<file path="src/hdl/rtcc_consts.vh">
// Register map, field positions and limits of the calendar counter chain
`ifndef RTCC_CONSTS_VH
`define RTCC_CONSTS_VH
`define RTCC_ADDR_W 8
`define RTCC_OFF_SUB 8'h00
`define RTCC_OFF_SEC 8'h04
`define RTCC_OFF_MIN 8'h08
`define RTCC_OFF_HR 8'h0c
`define RTCC_OFF_WK 8'h10
`define RTCC_OFF_DAY 8'h14
`define RTCC_OFF_MON 8'h18
`define RTCC_OFF_YR 8'h1c
`define RTCC_OFF_CTL1 8'h38
`define RTCC_OFF_CTL2 8'h3c
`define RTCC_CTL1_CF 7
`define RTCC_CTL1_CIE 4
`define RTCC_CTL1_AIE 3
`define RTCC_CTL1_AF 0
`define RTCC_CTL1_RST 8'h00
`define RTCC_CTL2_START 0
`define RTCC_CTL2_DIVRST 1
`define RTCC_CTL2_ADJ 2
`define RTCC_CTL2_RST 1'b1
`define RTCC_PRE_W 9
`define RTCC_SEC_MAX 8'h59
`define RTCC_MIN_MAX 8'h59
`define RTCC_HR_MAX 8'h23
`define RTCC_WK_MAX 3'h6
`define RTCC_MON_MAX 8'h12
`define RTCC_SEC_HALF 8'h30
`define RTCC_DAY_FEB 8'h28
`define RTCC_DAY_FEB_LEAP 8'h29
`define RTCC_DAY_SHORT 8'h30
`define RTCC_DAY_LONG 8'h31
`endif

</file>
<file path="src/hdl/rtcc_counter_chain.v">
// Calendar counter chain with sub-second divider and APB register slave
`include "rtcc_consts.vh"

// Notes on behaviour
// - Read-only sub-second count, bit 7 zero
// - Read colliding with divider carry sets carry flag
// - Divider reset or adjust zeroes divider and count
// - Bus reset never touches any time counter
// - BCD seconds 00-59 on sub-second carry
// - BCD minutes 00-59 on seconds carry
// - BCD hours 00-23 on minutes carry
// - Weekday 0-6 on daily carry
// - BCD day 01-31 on daily carry
// - Month length follows month and leap year
// - BCD month 01-12 on day carry
// - Four-digit BCD year on month carry
// - Unused upper bits read zero, ignore writes
// - Control one holds flags and enables
module rtcc_counter_chain #(
    parameter PRE_W = `RTCC_PRE_W
) (
    input wire pclk,
    input wire presetn,
    input wire psel,
    input wire penable,
    input wire pwrite,
    input wire [`RTCC_ADDR_W-1:0] paddr,
    input wire [31:0] pwdata,
    input wire osc_tick,
    output wire [31:0] prdata,
    output wire pready,
    output wire pslverr
);
    reg [PRE_W-1:0] pre_q;
    reg [6:0] sub_q;
    reg [6:0] sec_q;
    reg [6:0] min_q;
    reg [5:0] hr_q;
    reg [2:0] wk_q;
    reg [5:0] day_q;
    reg [4:0] mon_q;
    reg [15:0] yr_q;
    reg cf_q;
    reg cie_q;
    reg aie_q;
    reg af_q;
    reg start_q;
    reg [31:0] rdata_q;
    reg err_q;
    reg [31:0] rdata_d;
    reg err_d;
    reg [7:0] last_day;

    wire setup = psel & ~penable;
    wire wr_en = psel & penable & pwrite;
    wire wr_sub_clr;
    wire wr_ctl1 = wr_en & (paddr == `RTCC_OFF_CTL1);
    wire wr_ctl2 = wr_en & (paddr == `RTCC_OFF_CTL2);
    wire wr_sec = wr_en & (paddr == `RTCC_OFF_SEC);
    wire wr_min = wr_en & (paddr == `RTCC_OFF_MIN);
    wire wr_hr = wr_en & (paddr == `RTCC_OFF_HR);
    wire wr_wk = wr_en & (paddr == `RTCC_OFF_WK);
    wire wr_day = wr_en & (paddr == `RTCC_OFF_DAY);
    wire wr_mon = wr_en & (paddr == `RTCC_OFF_MON);
    wire wr_yr = wr_en & (paddr == `RTCC_OFF_YR);

    // Divider reset and thirty-second adjust both restart the divider
    assign wr_sub_clr = wr_ctl2 & (pwdata[`RTCC_CTL2_DIVRST] | pwdata[`RTCC_CTL2_ADJ]);
    wire thirty_second_adjust = wr_ctl2 & pwdata[`RTCC_CTL2_ADJ];

    // Carry of the last divider stage into the sub-second count
    wire div_tick = start_q & osc_tick & (&pre_q) & ~wr_sub_clr;
    wire sec_tick = div_tick & (&sub_q);
    wire rd_sub = setup & ~pwrite & (paddr == `RTCC_OFF_SUB);
    wire collide = rd_sub & div_tick;

    wire [7:0] sec_b = {1'b0, sec_q};
    wire [7:0] min_b = {1'b0, min_q};
    wire [7:0] hr_b = {2'b00, hr_q};
    wire [7:0] day_b = {2'b00, day_q};
    wire [7:0] mon_b = {3'b000, mon_q};

    // Adjust rounds to the nearest minute while started; when stopped it clears the seconds with no minute carry
    wire adj_carry = thirty_second_adjust & start_q & (sec_b >= `RTCC_SEC_HALF);
    wire sec_wrap = sec_tick & (sec_b == `RTCC_SEC_MAX);
    wire min_tick = sec_wrap | adj_carry;
    wire min_wrap = min_tick & (min_b == `RTCC_MIN_MAX);
    wire hr_wrap = min_wrap & (hr_b == `RTCC_HR_MAX);
    wire day_wrap = hr_wrap & (day_b == last_day);
    wire mon_wrap = day_wrap & (mon_b == `RTCC_MON_MAX);

    function [7:0] bcd_inc;
        input [7:0] v;
        begin
            if (v[3:0] == 4'h9) begin
                bcd_inc = {v[7:4] + 4'h1, 4'h0};
            end else begin
                bcd_inc = {v[7:4], v[3:0] + 4'h1};
            end
        end
    endfunction

    // Two-digit BCD value divisible by four: 10*t+u mod 4 is 2*t[0]+u mod 4
    function mod4_zero;
        input [7:0] v;
        reg [1:0] s;
        begin
            s = {v[4], 1'b0} + v[1:0];
            mod4_zero = (s == 2'b00);
        end
    endfunction

    // Century years must be divisible by 400, the rest by 4
    wire leap = (yr_q[7:0] == 8'h00) ? mod4_zero(yr_q[15:8]) : mod4_zero(yr_q[7:0]);

    always @* begin
        case (mon_b)
            8'h02: begin
                last_day = leap ? `RTCC_DAY_FEB_LEAP : `RTCC_DAY_FEB;
            end
            8'h04, 8'h06, 8'h09, 8'h11: begin
                last_day = `RTCC_DAY_SHORT;
            end
            default: begin
                last_day = `RTCC_DAY_LONG;
            end
        endcase
    end

    // Year digits, carry rippling from units to thousands
    wire [4:0] yc;
    wire [15:0] yr_next;
    assign yc[0] = mon_wrap;
    genvar gi;
    generate
        for (gi = 0; gi < 4; gi = gi + 1) begin : g_yr
            wire [3:0] dig = yr_q[4*gi+3:4*gi];
            wire nine = (dig == 4'h9);
            assign yc[gi+1] = yc[gi] & nine;
            assign yr_next[4*gi+3:4*gi] = ~yc[gi] ? dig : (nine ? 4'h0 : dig + 4'h1);
        end
    endgenerate

    // Time counters carry no reset so bus resets leave the time running
    always @(posedge pclk) begin
        if (wr_sub_clr) begin
            pre_q <= {PRE_W{1'b0}};
            sub_q <= 7'h00;
        end else if (start_q & osc_tick) begin
            pre_q <= pre_q + {{(PRE_W-1){1'b0}}, 1'b1};
            if (&pre_q) begin
                sub_q <= sub_q + 7'h01;
            end
        end
    end

    // Incremented BCD values, cut back to each counter's stored width
    wire [7:0] sec_inc = bcd_inc(sec_b);
    wire [7:0] min_inc = bcd_inc(min_b);
    wire [7:0] hr_inc = bcd_inc(hr_b);
    wire [7:0] day_inc = bcd_inc(day_b);
    wire [7:0] mon_inc = bcd_inc(mon_b);

    reg [6:0] sec_d;
    reg [6:0] min_d;
    reg [5:0] hr_d;
    reg [2:0] wk_d;
    reg [5:0] day_d;
    reg [4:0] mon_d;
    reg [15:0] yr_d;

    // A software load wins over a count in the same cycle
    always @* begin
        sec_d = sec_q;
        if (wr_sec) begin
            sec_d = pwdata[6:0];
        end else if (thirty_second_adjust) begin
            sec_d = 7'h00;
        end else if (sec_tick) begin
            sec_d = sec_wrap ? 7'h00 : sec_inc[6:0];
        end
    end

    always @* begin
        min_d = min_q;
        if (wr_min) begin
            min_d = pwdata[6:0];
        end else if (min_tick) begin
            min_d = min_wrap ? 7'h00 : min_inc[6:0];
        end
    end

    always @* begin
        hr_d = hr_q;
        if (wr_hr) begin
            hr_d = pwdata[5:0];
        end else if (min_wrap) begin
            hr_d = hr_wrap ? 6'h00 : hr_inc[5:0];
        end
    end

    // Weekday wraps Saturday back to Sunday
    always @* begin
        wk_d = wk_q;
        if (wr_wk) begin
            wk_d = pwdata[2:0];
        end else if (hr_wrap) begin
            wk_d = (wk_q == `RTCC_WK_MAX) ? 3'h0 : wk_q + 3'h1;
        end
    end

    always @* begin
        day_d = day_q;
        if (wr_day) begin
            day_d = pwdata[5:0];
        end else if (hr_wrap) begin
            day_d = day_wrap ? 6'h01 : day_inc[5:0];
        end
    end

    // Month wraps December back to January
    always @* begin
        mon_d = mon_q;
        if (wr_mon) begin
            mon_d = pwdata[4:0];
        end else if (day_wrap) begin
            mon_d = mon_wrap ? 5'h01 : mon_inc[4:0];
        end
    end

    // Year 9999 wraps to 0000 through the digit carries
    always @* begin
        yr_d = yr_next;
        if (wr_yr) begin
            yr_d = pwdata[15:0];
        end
    end

    // No reset here either: bus resets must leave the calendar intact
    always @(posedge pclk) begin
        sec_q <= sec_d;
        min_q <= min_d;
        hr_q <= hr_d;
        wk_q <= wk_d;
        day_q <= day_d;
        mon_q <= mon_d;
        yr_q <= yr_d;
    end

    // Control state; set of the carry flag wins over a clearing write
    always @(posedge pclk or negedge presetn) begin
        if (!presetn) begin
            cf_q <= 1'b0;
            cie_q <= 1'b0;
            aie_q <= 1'b0;
            af_q <= 1'b0;
            start_q <= `RTCC_CTL2_RST;
        end else begin
            if (collide | sec_tick) begin
                cf_q <= 1'b1;
            end else if (wr_ctl1 & ~pwdata[`RTCC_CTL1_CF]) begin
                cf_q <= 1'b0;
            end
            if (wr_ctl1) begin
                cie_q <= pwdata[`RTCC_CTL1_CIE];
                aie_q <= pwdata[`RTCC_CTL1_AIE];
                // Alarm flag is only cleared here; no comparator drives it
                if (~pwdata[`RTCC_CTL1_AF]) begin
                    af_q <= 1'b0;
                end
            end
            if (wr_ctl2) begin
                start_q <= pwdata[`RTCC_CTL2_START];
            end
        end
    end

    // Read mux; value is captured in the setup cycle
    always @* begin
        rdata_d = 32'h0000_0000;
        err_d = 1'b0;
        case (paddr)
            `RTCC_OFF_SUB: begin
                rdata_d[6:0] = sub_q;
            end
            `RTCC_OFF_SEC: begin
                rdata_d[6:0] = sec_q;
            end
            `RTCC_OFF_MIN: begin
                rdata_d[6:0] = min_q;
            end
            `RTCC_OFF_HR: begin
                rdata_d[5:0] = hr_q;
            end
            `RTCC_OFF_WK: begin
                rdata_d[2:0] = wk_q;
            end
            `RTCC_OFF_DAY: begin
                rdata_d[5:0] = day_q;
            end
            `RTCC_OFF_MON: begin
                rdata_d[4:0] = mon_q;
            end
            `RTCC_OFF_YR: begin
                rdata_d[15:0] = yr_q;
            end
            `RTCC_OFF_CTL1: begin
                rdata_d[`RTCC_CTL1_CF] = cf_q;
                rdata_d[`RTCC_CTL1_CIE] = cie_q;
                rdata_d[`RTCC_CTL1_AIE] = aie_q;
                rdata_d[`RTCC_CTL1_AF] = af_q;
            end
            `RTCC_OFF_CTL2: begin
                rdata_d[`RTCC_CTL2_START] = start_q;
            end
            default: begin
                err_d = 1'b1;
            end
        endcase
    end

    always @(posedge pclk or negedge presetn) begin
        if (!presetn) begin
            rdata_q <= 32'h0000_0000;
            err_q <= 1'b0;
        end else if (setup) begin
            rdata_q <= pwrite ? 32'h0000_0000 : rdata_d;
            err_q <= err_d;
        end
    end

    // Zero wait states: the access phase always completes at once
    assign pready = 1'b1;
    assign prdata = rdata_q;
    assign pslverr = err_q & psel & penable;
endmodule // rtcc_counter_chain

</file>
<file path="config.mk">
export PLATFORM = sky130hd
export DESIGN_NAME = rtcc_counter_chain
export DESIGN_NICKNAME = d
export VERILOG_FILES = /design/src/hdl/rtcc_counter_chain.v
export VERILOG_INCLUDE_DIRS = /design/src /design/src/hdl
export SDC_FILE = /design/constraint.sdc
export NUM_CORES = 1
export LEC_CHECK = 0
export BUFFER_PORTS_ARGS = -buffer_cell sky130_fd_sc_hd__buf_2
export CELL_PAD_IN_SITES_DETAIL_PLACEMENT = 0
export CELL_PAD_IN_SITES_GLOBAL_PLACEMENT = 2
export CORE_MARGIN = 3
export CORE_UTILIZATION = 38
export CTS_CLUSTER_SIZE = 30
export DETAILED_ROUTE_END_ITERATION = 7
export PLACE_DENSITY_LB_ADDON = 0.08
export SYNTH_ARGS = -nofsm -noshare
export SYNTH_HDL_FRONTEND = slang
export SYNTH_SLANG_ARGS = --single-unit
</file>
<file path="constraint.sdc">
create_clock -name pclk -period 4.3 [get_ports pclk]
set_input_delay 0.215 -clock pclk [delete_from_list [all_inputs] [get_ports pclk]]
set_output_delay 0.215 -clock pclk [all_outputs]
set_load 0.01 [all_outputs]
</file>
# Word level (Yosys, flattened, before mapping)
# Index checks and enable logic that the tools add are counted.
[totals]
ff_bits = 103
[classes]
addsub = 19
magnitude_cmp = 1
n_eq_ne = 29
mux = 47
bitwise = 41
reduce_logical = 30
[op_table]
columns = ["operator", "count"]
rows = [
  ["$mux 7", 9],
  ["$mux 6", 8],
  ["$add 4x1->4 const B", 9],
  ["$eq 4x4->1 const B", 9],
  ["$and 1x1->1", 34],
  ["$eq 8x5->1 const B", 4],
  ["$mux 16", 2],
  ["$mux 4", 8],
  ["$pmux 2 s8", 2],
  ["$mux 5", 4],
  ["$reduce_bool 2->1", 10],
  ["$eq 8x4->1 const B", 2],
  ["$eq 8x6->1 const B", 2],
  ["$logic_not 8->1", 2],
  ["$reduce_bool 3->1", 5],
  ["$eq 7x7->1 const B", 2],
  ["$eq 5x3->1 const B", 2],
  ["$eq 5x5->1 const B", 2],
  ["$pmux 5 s2", 1],
  ["$reduce_and 10->1", 1],
  ["$reduce_and 2->1", 5],
  ["$reduce_or 10->1", 1],
  ["$add 3x1->3 const B", 3],
  ["$add 9x1->9 const B", 1],
  ["25 further kinds", 39],
]

# Logic depth before layout (Yosys ltp)
[logic_depth]
depth_word = 18
depth_mapped = 10

# Worst setup path after synthesis
# Ideal clock, no wire load.
[synth_timing]
kind = "register to register"
start = "register pre_q[3]"
end = "register yr_q[4], enable pin"
setup_time_ns = 0.361
arrival_time_ns = 2.425
required_time_ns = 3.939
slack_ns = 1.514
stages_incl_launch_ff = 11
cell_sequence = "dfxtp_1 and3_1 nand3_1 nor2_1 ha_1 nand3_1 nand4bb_1 a211o_1 or3_1 buf_2 o21ai_0"
[synth_via]
elab_chain_cells = 12
[synth_rtl]
columns = ["item", "line", "source"]
rows = [
  ["start, declared", "rtcc_counter_chain.v:34", "reg [PRE_W-1:0] pre_q;"],
  ["start signal, assigned", "rtcc_counter_chain.v:147", "pre_q <= {PRE_W{1'b0}};"],
  ["start signal, assigned", "rtcc_counter_chain.v:150", "pre_q <= pre_q + {{(PRE_W-1){1'b0}}, 1'b1};"],
  ["$reduce_and 9->1", "--", ""],
  ["$and 1x1->1 (2 in series)", "rtcc_counter_chain.v:72", "wire div_tick = start_q & osc_tick & (&pre_q) & ~wr_sub_clr;"],
  ["$and 1x1->1", "rtcc_counter_chain.v:73", "wire sec_tick = div_tick & (&sub_q);"],
  ["$and 1x1->1", "rtcc_counter_chain.v:85", "wire sec_wrap = sec_tick & (sec_b == `RTCC_SEC_MAX);"],
  ["$or 1x1->1", "rtcc_counter_chain.v:86", "wire min_tick = sec_wrap | adj_carry;"],
  ["$and 1x1->1", "rtcc_counter_chain.v:87", "wire min_wrap = min_tick & (min_b == `RTCC_MIN_MAX);"],
  ["$and 1x1->1", "rtcc_counter_chain.v:88", "wire hr_wrap = min_wrap & (hr_b == `RTCC_HR_MAX);"],
  ["$and 1x1->1", "rtcc_counter_chain.v:89", "wire day_wrap = hr_wrap & (day_b == last_day);"],
  ["$and 1x1->1", "rtcc_counter_chain.v:90", "wire mon_wrap = day_wrap & (mon_b == `RTCC_MON_MAX);"],
  ["$and 1x1->1", "rtcc_counter_chain.v:139", "assign yc[gi+1] = yc[gi] & nine;"],
  ["$reduce_bool 2->1 (no line)", "--", ""],
  ["end signal, assigned", "rtcc_counter_chain.v:247", "yr_q <= yr_d;"],
  ["end, declared", "rtcc_counter_chain.v:42", "reg [15:0] yr_q;"],
]
# No other way between the ends.
# A chain may end at the register's enable or synchronous reset.

# Final worst setup path
[layout_timing]
start = "register pre_q[3]"
end = "register yr_q[12], enable pin"
[layout_via]
elab_chain_cells = 14
[layout_rtl]
columns = ["item", "line"]
rows = [
  ["$reduce_and 9->1", "--"],
  ["$and 1x1->1 (2 in series)", "rtcc_counter_chain.v:72"],
  ["$and 1x1->1", "rtcc_counter_chain.v:73"],
  ["$and 1x1->1", "rtcc_counter_chain.v:85"],
  ["$or 1x1->1", "rtcc_counter_chain.v:86"],
  ["$and 1x1->1", "rtcc_counter_chain.v:87"],
  ["$and 1x1->1", "rtcc_counter_chain.v:88"],
  ["$and 1x1->1", "rtcc_counter_chain.v:89"],
  ["$and 1x1->1", "rtcc_counter_chain.v:90"],
  ["$and 1x1->1 (3 in series)", "rtcc_counter_chain.v:139"],
  ["$reduce_bool 2->1 (no line)", "--"],
]
# No other way between the ends.

==> impl_metrics.env <==
export IMPL_htree_levels=3
export IMPL_maxSlewViolCount=0
export IMPL_power_density_mw_per_mm2=292
export IMPL_clkTransAtPathRegs_ns=0.06
export IMPL_ys_flop_type="edfxtp_1"
export IMPL_grt_max_degree=22
export IMPL_syn_instance_count=596
export IMPL_most_common_layout_cells="nand2_1, nor2_1, edfxtp_1"
export IMPL_via_count=4419
export IMPL_fin_util=0.438
export IMPL_drive_above_1_share=0.147
export IMPL_core_area_mm2=0.0140
export IMPL_track_usage=0.192
export IMPL_cts_tree="built"
export IMPL_clk_path_buf_depth=2
export IMPL_routedWlPerCell_um=18.5
export IMPL_drt_iter0_markers=280
export IMPL_synthToLayoutAreaGrowth_pct=11.5
export IMPL_synth_edf_count=50
export IMPL_cp_max_fo=12
export IMPL_syn_area_per_cell_um2=9.21
export IMPL_slowest_delay_ns=0.62
export IMPL_hold_viol_final=0
export IMPL_hold_ws_ns=0.190
export IMPL_ctsResizeCount=0
export IMPL_ys_warn_count=0
export IMPL_ys_ff_latch=87
export IMPL_path_cells="and3_1, nand3_1, nor2_1, ha_1, nand3_1, nand4bb_1, a211o_1, or3_1, o31ai_1"
export IMPL_critPathArrivalTime_ns=3.27
export IMPL_layout_nets=693
export IMPL_finClkSkew_ns=0.0119
export IMPL_cts_sinks=87
export IMPL_fmax_mhz=304
export IMPL_grt_pass1_vias=4142
export IMPL_cts_hold_fix_buffers=1
export IMPL_drc=0
export IMPL_async_flop_share=0.241
export IMPL_vias_per_cell=5.43
export IMPL_critPathCaptureType="flop"
export IMPL_synth_area_leaders="edfxtp_1, dfrtp_1, dfxtp_1"
export IMPL_setup_tns_ns=0
export IMPL_post_route_min_period_ns=3.29
export IMPL_die_h_um=126
export IMPL_start_util=0.393
export IMPL_syn_area_mm2=0.00549
export IMPL_crit_slowest_cell="o31ai_1"
export IMPL_gp_congestion=0.845
export IMPL_worst_pin_slew_ns=0.851
export IMPL_synthDistinctLibCells=61
export IMPL_hold_path_class="in2reg"
export IMPL_cts_inserted_buffers=9
export IMPL_synth_seq_area_share=0.428
export IMPL_irDropWorstVdd_mv=0.144
export IMPL_setup_violations=0
export IMPL_crit_required_ns=4.28
export IMPL_p_leak_nw=2.44
export IMPL_post_cts_setup_buffers=0
export IMPL_post_place_cells=797
export IMPL_slew_headroom=0.431
export IMPL_cp_common_cell="nand3_1"
export IMPL_drv_cap=0
export IMPL_die_width_um=126
export IMPL_critPathLaunchType="flop"
export IMPL_fillers=1402
export IMPL_final_seq_area_mm2=0.00235
export IMPL_final_common_cell="nand2_1"
export IMPL_drt_first_pass_iters=5
export IMPL_critPathKind="reg2reg"
export IMPL_dieArea_mm2=0.0159
export IMPL_multi_input_area_mm2=0.00289
export IMPL_status="finished clean"
export IMPL_num_antenna_cells=0
export IMPL_period_share=0.765
export IMPL_synth_top_cell_area_share=0.273
export IMPL_dpl_cell_area_mm2=0.00581
export IMPL_rsz0062_at_grt="false"
export IMPL_clk_latency_ns=0.35
export IMPL_grt_pass1_wl_um=23700
export IMPL_synth_top_cell_by_area="edfxtp_1"
export IMPL_portBuffers=46
export IMPL_postRouteAntennaNets=0
export IMPL_fin_area_mm2=0.00612
export IMPL_routed_wl_um=15100
export IMPL_row_count=43
export IMPL_hpwl_um=11300
export IMPL_overflow=0
export IMPL_antenna_found_initial=0
export IMPL_layout_cells_non_filler=814
export IMPL_cts_root_buf="clkbuf_16"
export IMPL_num_io_pins=80
[through the flow]
step / total power (W) / worst slack [ns]
CTS: 0.00181 / 0.969
global route: 0.00187 / 0.716
finish: 0.00179 / 1.01
detailed placement: 0.000991 / 0.760
floorplan: 0.000957 / 1.51
global placement: 0.000990 / 0.839
[layer usage]
layer | global-route usage | wire length, um | up-vias
met1 | 0.292 | 7470 | 2100
li1 | - | - | 2193
met2 | 0.276 | 6580 | 118
met5 | 0 | 0 | -
met3 | 0.0433 | 895 | 8
met4 | 0.0473 | 132 | 0
[registers in the layout (all words and copies together) (netlist names)]
register / cells
prdata: 16
yr_q: 16
pre_q: 9
min_q: 7
sec_q: 7
sub_q: 7
day_q: 6
hr_q: 6
mon_q: 5
wk_q: 3
aie_q: 1
cf_q: 1
cie_q: 1
err_q: 1
start_q: 1
[kinds of logic (layout without fill, tap and decap cells)]
logic type                 Yosys count  count (layout)  share of synthesized area
xor gates and xnor gates            28              28                     0.0447
buffers and inverters               63              86                     0.0558
DFF                                 87              87                      0.428
and+or+nand+nor                    232             232                      0.211
AOI/OAI and AO/OA                  143             143                      0.167
muxes                               23              23                     0.0508
adders and majority gates           18              18                     0.0410
other                                2              17                    0.00137
[synth_stat cells (all sizes together) (3+ instances only)]
library cell  number
o211ai             5
ha                18
nand2             85
nand3             10
buf               24
or3                5
nand3b             6
nand4bb            4
clkbuf            22
nand2b             5
dfrtp             20
xor2              15
mux2               9
nor3              14
a22oi             10
and3               8
dfxtp             16
nor2b              3
mux4               3
nor2              64
inv               17
o21ai             37
a21o               4
edfxtp            50
xnor2             13
nor4               5
or4b               4
a22o              18
mux2i             11
o31ai             12
nand4              6
a32oi              3
a21oi             40
[report_power, final]
group | switching, W | leakage (nW) | internal [W] | total [W]
clock network | 0.000335 | 0.152 | 0.000481 | 0.000816
logic | 0.0000641 | 1.43 | 0.0000286 | 0.0000927
registers | 0.00000357 | 0.859 | 0.000878 | 0.000881
[layout make-up]
cell class / instances / share of cell area
multi-input cells: 461 / 0.472
flip-flops and latches: 87 / 0.383
repair buffers: 53 / 0.0466
clock buffers: 11 / 0.0413
well taps: 180 / 0.0368
inverters: 17 / 0.0104
clock inverters: 5 / 0.00919
[critical path: cells and delay by family, from the launching register on]
kind,cells,cell delay [ns]
simple gates,6,1.44
compound gates,2,0.98
flops,1,0.37
fa+ha+maj,1,0.14
[final timing paths]
kind	from	end	slack, ns	cells past startpoint
max	pre_q[3]	yr_q[12]	1.01	9
min	pwdata[10]	yr_q[10]	0.19	3
max reg2reg	pre_q[3]	yr_q[12]	1.01	9
min reg2reg	pre_q[8]	pre_q[8]	0.48	2
max in group asynchronous	presetn	start_q	3.58	2
min in group asynchronous	presetn	aie_q	0.36	2
(Power assumes the default switching activity.)
